`config.mk`:
```
export PLATFORM = sky130hd
export DESIGN_NAME = ppom_top
export DESIGN_NICKNAME = d
export VERILOG_FILES = /design/src/rtl/ppom_pkg.sv /design/src/rtl/ppom_top.sv
export VERILOG_INCLUDE_DIRS = /design/src /design/src/rtl
export SDC_FILE = /design/constraint.sdc
export NUM_CORES = 1
export LEC_CHECK = 0
export ABC_AREA = 1
export BUFFER_PORTS_ARGS = -buffer_cell sky130_fd_sc_hd__buf_2
export CORE_ASPECT_RATIO = 0.8
export CORE_UTILIZATION = 43
export CTS_BUF_LIST = sky130_fd_sc_hd__clkbuf_4 sky130_fd_sc_hd__clkbuf_8
export DETAILED_ROUTE_END_ITERATION = 16
export PLACE_DENSITY = 0.8
export SYNTH_ARGS = -nofsm -noshare
export SYNTH_HDL_FRONTEND = slang
export SYNTH_SLANG_ARGS = --single-unit
```
`constraint.sdc`:
```
create_clock -name CLK -period 2.35 [get_ports CLK]
set_input_delay 0.1175 -clock CLK [delete_from_list [all_inputs] [get_ports CLK]]
set_output_delay 0.1175 -clock CLK [all_outputs]
set_load 0.01 [all_outputs]
```
`src/rtl/ppom_consts.svh`:
```
// Named constants for the port pin override mux.
`ifndef PPOM_CONSTS_SVH
`define PPOM_CONSTS_SVH

// ==========================================================================
// Port geometry
// ==========================================================================
`define PPOM_PINS        8
`define PPOM_ADDR_W      12

// ==========================================================================
// Register byte offsets, one aligned word each
// ==========================================================================
`define PPOM_OFF_DIR     12'h000
`define PPOM_OFF_OUT     12'h004
`define PPOM_OFF_IN      12'h008
`define PPOM_OFF_CTRL    12'h00C

// ==========================================================================
// Field positions and reset values
// ==========================================================================
`define PPOM_CTRL_PUD    0
`define PPOM_RST_PINS    8'h00
`define PPOM_RST_BIT     1'b0
`define PPOM_RST_WORD    32'h0000_0000

`endif

```
`src/rtl/ppom_pkg.sv`:
```
// Types shared by the port pin override mux.
package ppom_pkg;

   // =======================================================================
   // Pin vector and module state
   // =======================================================================
   typedef logic [7:0] ppom_pins_t;

   typedef struct packed {
      ppom_pins_t  dir;
      ppom_pins_t  out;
      logic        global_pullup_disable;
      ppom_pins_t  sync1;
      ppom_pins_t  sync2;
      ppom_pins_t  pad_out;
      ppom_pins_t  pad_oe;
      ppom_pins_t  pull_en;
      ppom_pins_t  inen;
      ppom_pins_t  raw;
      ppom_pins_t  ana;
      logic [31:0] prdata;
      logic        pready;
      logic        pslverr;
   } ppom_state_t;

endpackage

```
`src/rtl/ppom_top.sv`:
```
// One eight-pin I/O port with alternate-function override logic and an APB slave.
`timescale 1ns/1ps
`include "ppom_consts.svh"

module ppom_top (
   // Clock and reset.
   input  wire logic               CLK,
   input  wire logic               RESET,
   // APB slave.
   input  wire logic               PSEL,
   input  wire logic               PENABLE,
   input  wire logic               PWRITE,
   input  wire logic [11:0]        PADDR,
   input  wire logic [31:0]        PWDATA,
   output logic [31:0]             PRDATA,
   output logic                    PREADY,
   output logic                    PSLVERR,
   // Sleep controller.
   input  wire logic               SLEEP,
   // Override signals from the alternate-function modules.
   input  wire ppom_pkg::ppom_pins_t PULLUP_OVERRIDE_EN,
   input  wire ppom_pkg::ppom_pins_t PULLUP_OVERRIDE_VAL,
   input  wire ppom_pkg::ppom_pins_t DIR_OVERRIDE_EN,
   input  wire ppom_pkg::ppom_pins_t DIR_OVERRIDE_VAL,
   input  wire ppom_pkg::ppom_pins_t VALUE_OVERRIDE_EN,
   input  wire ppom_pkg::ppom_pins_t VALUE_OVERRIDE_VAL,
   input  wire ppom_pkg::ppom_pins_t TOGGLE_OVERRIDE_EN,
   input  wire ppom_pkg::ppom_pins_t INEN_OVERRIDE_EN,
   input  wire ppom_pkg::ppom_pins_t INEN_OVERRIDE_VAL,
   // Signals back to the alternate-function modules.
   output ppom_pkg::ppom_pins_t    RAW_PIN_INPUT,
   output ppom_pkg::ppom_pins_t    ANALOG_PAD_SIGNAL,
   // Pad side.
   input  wire ppom_pkg::ppom_pins_t PAD_IN,
   input  wire ppom_pkg::ppom_pins_t PAD_ANALOG,
   output ppom_pkg::ppom_pins_t    PAD_OUT,
   output ppom_pkg::ppom_pins_t    PAD_OE,
   output ppom_pkg::ppom_pins_t    PULLUP_EN,
   output ppom_pkg::ppom_pins_t    INPUT_EN
);
   import ppom_pkg::*;

   // ======================================================================
   // State
   // ======================================================================
   ppom_state_t state_q;
   ppom_state_t state_d;

   // Combinational pin controls, also used by the next-state logic.
   ppom_pins_t  pull_d;
   ppom_pins_t  oe_d;
   ppom_pins_t  drive_d;
   ppom_pins_t  inen_d;
   logic        access;
   logic        hit_any;

   // ======================================================================
   // Helpers
   // ======================================================================
   // Address decode is used by both the write and the read path.
   function automatic logic reg_hit(input logic [11:0] addr, input logic [11:0] off);
      reg_hit = (addr == off);
   endfunction

   // The access phase completes when the slave has raised pready.
   assign access  = PSEL & PENABLE & state_q.pready;
   assign hit_any = reg_hit(PADDR, `PPOM_OFF_DIR) | reg_hit(PADDR, `PPOM_OFF_OUT)
                  | reg_hit(PADDR, `PPOM_OFF_IN)  | reg_hit(PADDR, `PPOM_OFF_CTRL);

   // ======================================================================
   // Pin override logic
   // ======================================================================
   // Each control is a plain two-way choice between the port bit (sleep for the input
   // enable) and the override; the overrides are inputs so every function owns its own.
   always_comb begin
      // Pull-up: plain port needs input direction, output bit set, no global disable.
      pull_d  = (PULLUP_OVERRIDE_EN & PULLUP_OVERRIDE_VAL)
              | (~PULLUP_OVERRIDE_EN & ~state_q.dir & state_q.out
                 & {`PPOM_PINS{~state_q.global_pullup_disable}});
      // Driver enable: direction bit one means output.
      oe_d    = (DIR_OVERRIDE_EN & DIR_OVERRIDE_VAL)
              | (~DIR_OVERRIDE_EN & state_q.dir);
      // Driven value: override value wins over the possibly inverted port bit.
      drive_d = (VALUE_OVERRIDE_EN & VALUE_OVERRIDE_VAL)
              | (~VALUE_OVERRIDE_EN & (state_q.out ^ TOGGLE_OVERRIDE_EN));
      // Input enable: sleep clamps the input unless a function overrides it.
      inen_d  = (INEN_OVERRIDE_EN & INEN_OVERRIDE_VAL)
              | (~INEN_OVERRIDE_EN & {`PPOM_PINS{~SLEEP}});
   end

   // ======================================================================
   // Next state
   // ======================================================================
   // The whole module state moves together; strobes and sleep are shared
   // by all eight pins of the port.
   always_comb begin
      state_d = state_q;
      // Registered pad controls keep every output straight from a flip-flop,
      // at the cost of one clock of latency from override to pad.
      state_d.pull_en = pull_d;
      state_d.pad_oe  = oe_d;
      state_d.pad_out = drive_d;
      state_d.inen    = inen_d;
      // The input buffer output, clamped low when disabled, goes out raw;
      // a consumer that is not a clock must synchronize it itself.
      state_d.raw     = PAD_IN & inen_d;
      state_d.ana     = PAD_ANALOG;
      // Two-stage synchronizer for the input register.
      state_d.sync1   = PAD_IN & inen_d;
      state_d.sync2   = state_q.sync1;
      // APB: one wait state, pready raised in the second access cycle.
      state_d.pready  = PSEL & PENABLE & ~state_q.pready;
      state_d.pslverr = PSEL & PENABLE & ~state_q.pready & ~hit_any;
      state_d.prdata  = `PPOM_RST_WORD;
      if (PSEL & PENABLE & ~state_q.pready & ~PWRITE) begin
         if (reg_hit(PADDR, `PPOM_OFF_DIR)) begin
            state_d.prdata[`PPOM_PINS-1:0] = state_q.dir;
         end else if (reg_hit(PADDR, `PPOM_OFF_OUT)) begin
            state_d.prdata[`PPOM_PINS-1:0] = state_q.out;
         end else if (reg_hit(PADDR, `PPOM_OFF_IN)) begin
            state_d.prdata[`PPOM_PINS-1:0] = state_q.sync2;
         end else if (reg_hit(PADDR, `PPOM_OFF_CTRL)) begin
            state_d.prdata[`PPOM_CTRL_PUD] = state_q.global_pullup_disable;
         end else begin
            state_d.prdata = `PPOM_RST_WORD;
         end
      end
      // Writes land only at the edge where pready is seen high.
      if (access & PWRITE) begin
         if (reg_hit(PADDR, `PPOM_OFF_DIR)) begin
            state_d.dir = PWDATA[`PPOM_PINS-1:0];
         end else if (reg_hit(PADDR, `PPOM_OFF_OUT)) begin
            state_d.out = PWDATA[`PPOM_PINS-1:0];
         end else if (reg_hit(PADDR, `PPOM_OFF_IN)) begin
            // A one toggles the output bit whatever the direction holds.
            state_d.out = state_q.out ^ PWDATA[`PPOM_PINS-1:0];
         end else if (reg_hit(PADDR, `PPOM_OFF_CTRL)) begin
            state_d.global_pullup_disable = PWDATA[`PPOM_CTRL_PUD];
         end else begin
            state_d.global_pullup_disable = state_q.global_pullup_disable;
         end
      end
   end

   // ======================================================================
   // State register
   // ======================================================================
   // Reset tri-states the pins and drops every override effect.
   always_ff @(posedge CLK or posedge RESET) begin
      if (RESET) begin
         state_q.dir     <= `PPOM_RST_PINS;
         state_q.out     <= `PPOM_RST_PINS;
         state_q.global_pullup_disable     <= `PPOM_RST_BIT;
         state_q.sync1   <= `PPOM_RST_PINS;
         state_q.sync2   <= `PPOM_RST_PINS;
         state_q.pad_out <= `PPOM_RST_PINS;
         state_q.pad_oe  <= `PPOM_RST_PINS;
         state_q.pull_en <= `PPOM_RST_PINS;
         state_q.inen    <= `PPOM_RST_PINS;
         state_q.raw     <= `PPOM_RST_PINS;
         state_q.ana     <= `PPOM_RST_PINS;
         state_q.prdata  <= `PPOM_RST_WORD;
         state_q.pready  <= `PPOM_RST_BIT;
         state_q.pslverr <= `PPOM_RST_BIT;
      end else begin
         state_q <= state_d;
      end
   end

   // ======================================================================
   // Outputs
   // ======================================================================
   assign PRDATA            = state_q.prdata;
   assign PREADY            = state_q.pready;
   assign PSLVERR           = state_q.pslverr;
   assign RAW_PIN_INPUT     = state_q.raw;
   assign ANALOG_PAD_SIGNAL = state_q.ana;
   assign PAD_OUT           = state_q.pad_out;
   assign PAD_OE            = state_q.pad_oe;
   assign PULLUP_EN         = state_q.pull_en;
   assign INPUT_EN          = state_q.inen;
endmodule

```
### Word-level counts from Yosys, hierarchy flattened

Index checks and enable logic that the tools add are counted.

| word-level totals | value |
|---|---|
| flip-flop bits (word level) | 107 |
| output and inout port bits | 82 |
| word-level logic and storage cells | 67 |

| operators by class | value |
|---|---|
| eq/ne operators | 3 |
| multiplexer cells | 7 |
| bitwise logic cells | 39 |
| reductions and logical operators | 5 |

Operators by type and width:

| operator | number |
|---|---|
| $and 8x8->8 | 11 |
| $mux 8 | 6 |
| $not 8->8 | 5 |
| $or 8x8->8 | 4 |
| $eq 12x4->1 const B | 2 |
| $xor 8x8->8 | 2 |
| $eq 12x3->1 const B | 1 |
| $logic_not 12->1 | 1 |
| $not 1->1 | 8 |
| $and 1x1->1 | 6 |
| $reduce_and 5->1 | 1 |
| $or 1x1->1 | 3 |
| $reduce_and 3->1 | 1 |
| $reduce_and 2->1 | 1 |
| $reduce_bool 2->1 | 1 |
| $mux 1 | 1 |

### Longest topological paths before layout

| depth | value |
|---|---|
| depth after elaboration | 6 |
| mapped depth | 9 |

### Worst setup path before layout

Ideal clock, no wire load.

| timing path | value |
|---|---|
| path type | register -> register |
| start point | register state_q (netlist bit PREADY) |
| end point | register state_q[98] in the netlist's numbering |
| setup time | 116 ps |
| arrival | 1042 ps |
| data required time | 2234 ps |
| path slack | 1191 ps |
| cell stages (with the launch flop) | 7 |
| period minus slack after synthesis | 1159 ps |
| cells stage by stage | dfrtp_1 > nand4_2 > inv_1 > clkbuf_8 > nand2_1 > nand2_1 > nand2_1 |

| between the ends | value |
|---|---|
| cells in the longest elaborated chain, start to end | 3 |

Ends and longest elaborated chain:

| element | RTL line | source |
|---|---|---|
| start, declared | ppom_top.sv:46 | `ppom_state_t state_q;` |
| start signal, assigned | ppom_top.sv:166 | `state_q <= state_d;` |
| $and 1x1->1 | ppom_top.sv:66 | `assign access = PSEL & PENABLE & state_q.pready;` |
| $and 1x1->1 | ppom_top.sv:129 | `if (access & PWRITE) begin` |
| $reduce_and 5->1 (no line) | n/a |  |

No other way between the ends.
A chain may end at the register's enable or synchronous reset.

==> impl_metrics.json <==
{
  "yosys.area_share.simple_pct": 22.2,
  "io_buffers": 171,
  "fin_tns_setup_ps": 0,
  "startpoint_type": "primary input",
  "num_vias": 3614,
  "max_slew_margin_pct": 48.7,
  "required_ps": 2650,
  "synth_edf_count": 0,
  "reg2regPathDepth": 4,
  "firstDrtPassIters": 4,
  "avgSynthCellArea_um2": 8.94,
  "ys_seq_area_share_pct": 48.8,
  "critPathSlowestCell": "dlygate4sd3_1",
  "yosys.area_share.xor_xnor_pct": 3.29,
  "clockBufferDepth": 2,
  "synth_compound_area_share_pct": 5.11,
  "clockPowerShare_pct": 32.5,
  "period_needed_ps": 1860,
  "crit_cells": 11,
  "die_height_um": 91.0,
  "post_cts.repair.setup_buffers": 0,
  "cts_htree_levels": 3,
  "clkSinkCount": 83,
  "syn2layout_area_growth_pct": 32.2,
  "row_count": 32,
  "nets": 807,
  "intPower_uw": 2170,
  "synth.top_cells.by_count": "nand2_1, dfrtp_1, buf_4",
  "worst_hold_slack_ps": 21.3,
  "pwr-share-comb_pct": 15.6,
  "dp_hpwl_mm": 7.32,
  "ys.flop_type": "dfrtp_1",
  "ys_types": 29,
  "fmax_mhz": 538,
  "die_w_um": 113,
  "crit_arrival_ps": 2160,
  "n_antenna_cell": 0,
  "cts_tree": "built",
  "hold_violations": 0,
  "grt_pass1_vias": 3748,
  "skew_ps": 7.24,
  "numCtsBuffers": 9,
  "worstPathMaxFanout": 8,
  "synth_top_family_by_area": "simple AND/OR/NAND/NOR gates",
  "postSynth.asyncResetShare_pct": 100,
  "p_sw_uw": 740,
  "seq_power_share_pct": 51.9,
  "avgViaCountPerCell": 4.56,
  "grt_pass1_wl_mm": 17.3,
  "yosysTopAreaCell": "dfrtp_1",
  "status": "complete, no violations",
  "placeableCoreArea_um2": 9610,
  "grt_setup_unrepaired": "false",
  "path_clk_slew_ps": 80,
  "yosysTopAreaCellShare_pct": 48.8,
  "grt_max_degree": 44,
  "start_util_pct": 44.3,
  "hold_path_depth": 3,
  "post-route-drc-count": 0,
  "ys_top_cells_by_area": "dfrtp_1, buf_4, nand2_1, nand3_1, inv_1",
  "wl_per_cell_um": 13.5,
  "irDropWorstVdd_v": 0.000352,
  "syn_area_um2": 4260,
  "insertion_delay_ps": 360,
  "ant_nets": 0,
  "max-cap-violations": 0,
  "ff_latch_area_um2": 2080,
  "min_period_over_period_pct": 79.1,
  "synthMuxAreaShare_pct": 0,
  "setup_viol": 0,
  "drtIter0Drc": 153,
  "nFillCells": 821,
  "routed_wl_mm": 10.7,
  "io_pins": 220,
  "worst_slew_pin_slew_ps": 769,
  "cts-root-buf": "clkbuf_8",
  "dieArea_um2": 10300,
  "cpPeakStageDelay_ps": 550,
  "switching_share_pct": 25.4,
  "netlist_instances": 476,
  "crit_buf_inv": 6,
  "ys_ff_latch": 83,
  "end_kind": "flip-flop",
  "grt_overflow": 0,
  "multi_input_area_um2": 1390,
  "drive_gt1_share_pct": 32.2,
  "leakage_uw": 0.00315,
  "p_per_area_nw_per_um2": 517,
  "synth_most_common_cell": "nand2_1",
  "grt_use_total_pct": 21.8,
  "antenna_found_initial": 0,
  "worstSetupPathType": "in2reg",
  "crit_chain": "dlygate4sd3_1, buf_2, nand2_1, dlygate4sd3_1, nor2_1, inv_1, nor2_2, nand2_1, inv_1, nand2_1, inv_1",
  "yosysWarnings": 0,
  "synthAdderAreaFrac_pct": 0,
  "hold_class": "in2reg",
  "place_congestion": 0.842,
  "slew_viol_final": 0,
  "crit_family": "buffers and inverters"
}
[worst min-delay path: cells and delay by family]
family	cells	cell delay (ps)
buffers and inverters	1	110
and+or+nand+nor	1	50
AOI/OAI and AO/OA	1	60
[through the flow]
stage / worst slack (ps) / power, uW / util, % / std cells / instance area [um2]
2_1_floorplan: 95.7 / 1790 / - / 499 / 4340
3_3_place_gp: 935 / 1880 / 49.2 / 705 / 4720
3_5_place_dp: 849 / 1890 / 49.2 / 705 / 4720
4_1_cts: 526 / 2940 / 58.5 / 792 / 5620
5_1_grt: 346 / 3070 / 58.6 / 793 / 5630
6_report: 490 / 2910 / 58.6 / 793 / 5630
[cells by family (layout without fill, tap and decap cells)]
family / after synthesis / after routing
and+or+nand+nor: 190 / 190
buffers and inverters: 145 / 320
DFF: 83 / 83
AOI/OAI and AO/OA: 41 / 41
xor gates and xnor gates: 16 / 16
other: 1 / 24
[flip-flops by register name, summed over array words and instances (netlist names), 8 cells and up]
register and count:
PULLUP_EN 8, PRDATA 8, ANALOG_PAD_SIGNAL 8, state_q 25, PAD_OE 8, PAD_OUT 8, RAW_PIN_INPUT 8, INPUT_EN 8
[cell type report]
type	count	area share (%)
multi-input cells	271	24.7
clock inverters	4	0.445
flip-flops and latches	83	36.9
well taps	119	2.65
inverters	59	3.96
repair buffers	245	28.5
clock buffers	12	2.82
[per-layer routing]
| metal | track usage, % | vias to the layer above | wire length [um] |
|---|---|---|---|
| met5 | 0 | - | 0 |
| met4 | 7.89 | 0 | 172 |
| met3 | 6.48 | 14 | 879 |
| met2 | 38.3 | 184 | 5350 |
| met1 | 25.1 | 1649 | 4270 |
| li1 | - | 1767 | - |
[layout by cell type (no fill, tap or decap), types with 4 or more instances in the layout]
cell and count:
dlygate4sd3_1 72, o21ai_0 31, nor2_1 18, inv_2 4, nand2_2 6, conb_1 24, dfrtp_1 83, inv_1 54
o21ai_1 7, nor2_4 4, nand3_1 56, xor2_1 8, nand2_1 92, clkbuf_8 11, xnor2_1 8, buf_2 171
[power groups by stage]
stage / registers, uW / clock network, uW / logic, uW
6_report: 1510 / 944 / 454
5_1_grt: 1520 / 1050 / 500
4_1_cts: 1510 / 986 / 447
3_5_place_dp: 1540 / 0 / 350
3_3_place_gp: 1540 / 0 / 338
2_1_floorplan: 1530 / 0 / 259
[worst paths after layout]
check / from / to / slack, ps
max reg2reg: state_q[98]$_DFFE_PP0P_ / PULLUP_EN[5]$_DFF_PP0_ / 640
min in group asynchronous: RESET / ANALOG_PAD_SIGNAL[2]$_DFF_PP0_ / 420
max: PENABLE / PRDATA[2]$_DFF_PP0_ / 490
max in group asynchronous: RESET / state_q[111]$_DFFE_PP0P_ / 1250
min: PWDATA[3] / state_q[110]$_DFFE_PP0P_ / 20
min reg2reg: RAW_PIN_INPUT[3]$_DFF_PP0_ / state_q[85]$_DFF_PP0_ / 380
[repair_timing]
| action | in CTS | in global routing |
|---|---|---|
| hold endpoints to repair | 84 | 1 |
| gates resized for setup | 0 | 0 |
| hold buffers | 71 | 1 |
| setup endpoints to repair | 0 | 0 |
Note: power is estimated with default switching activity, not from simulation.
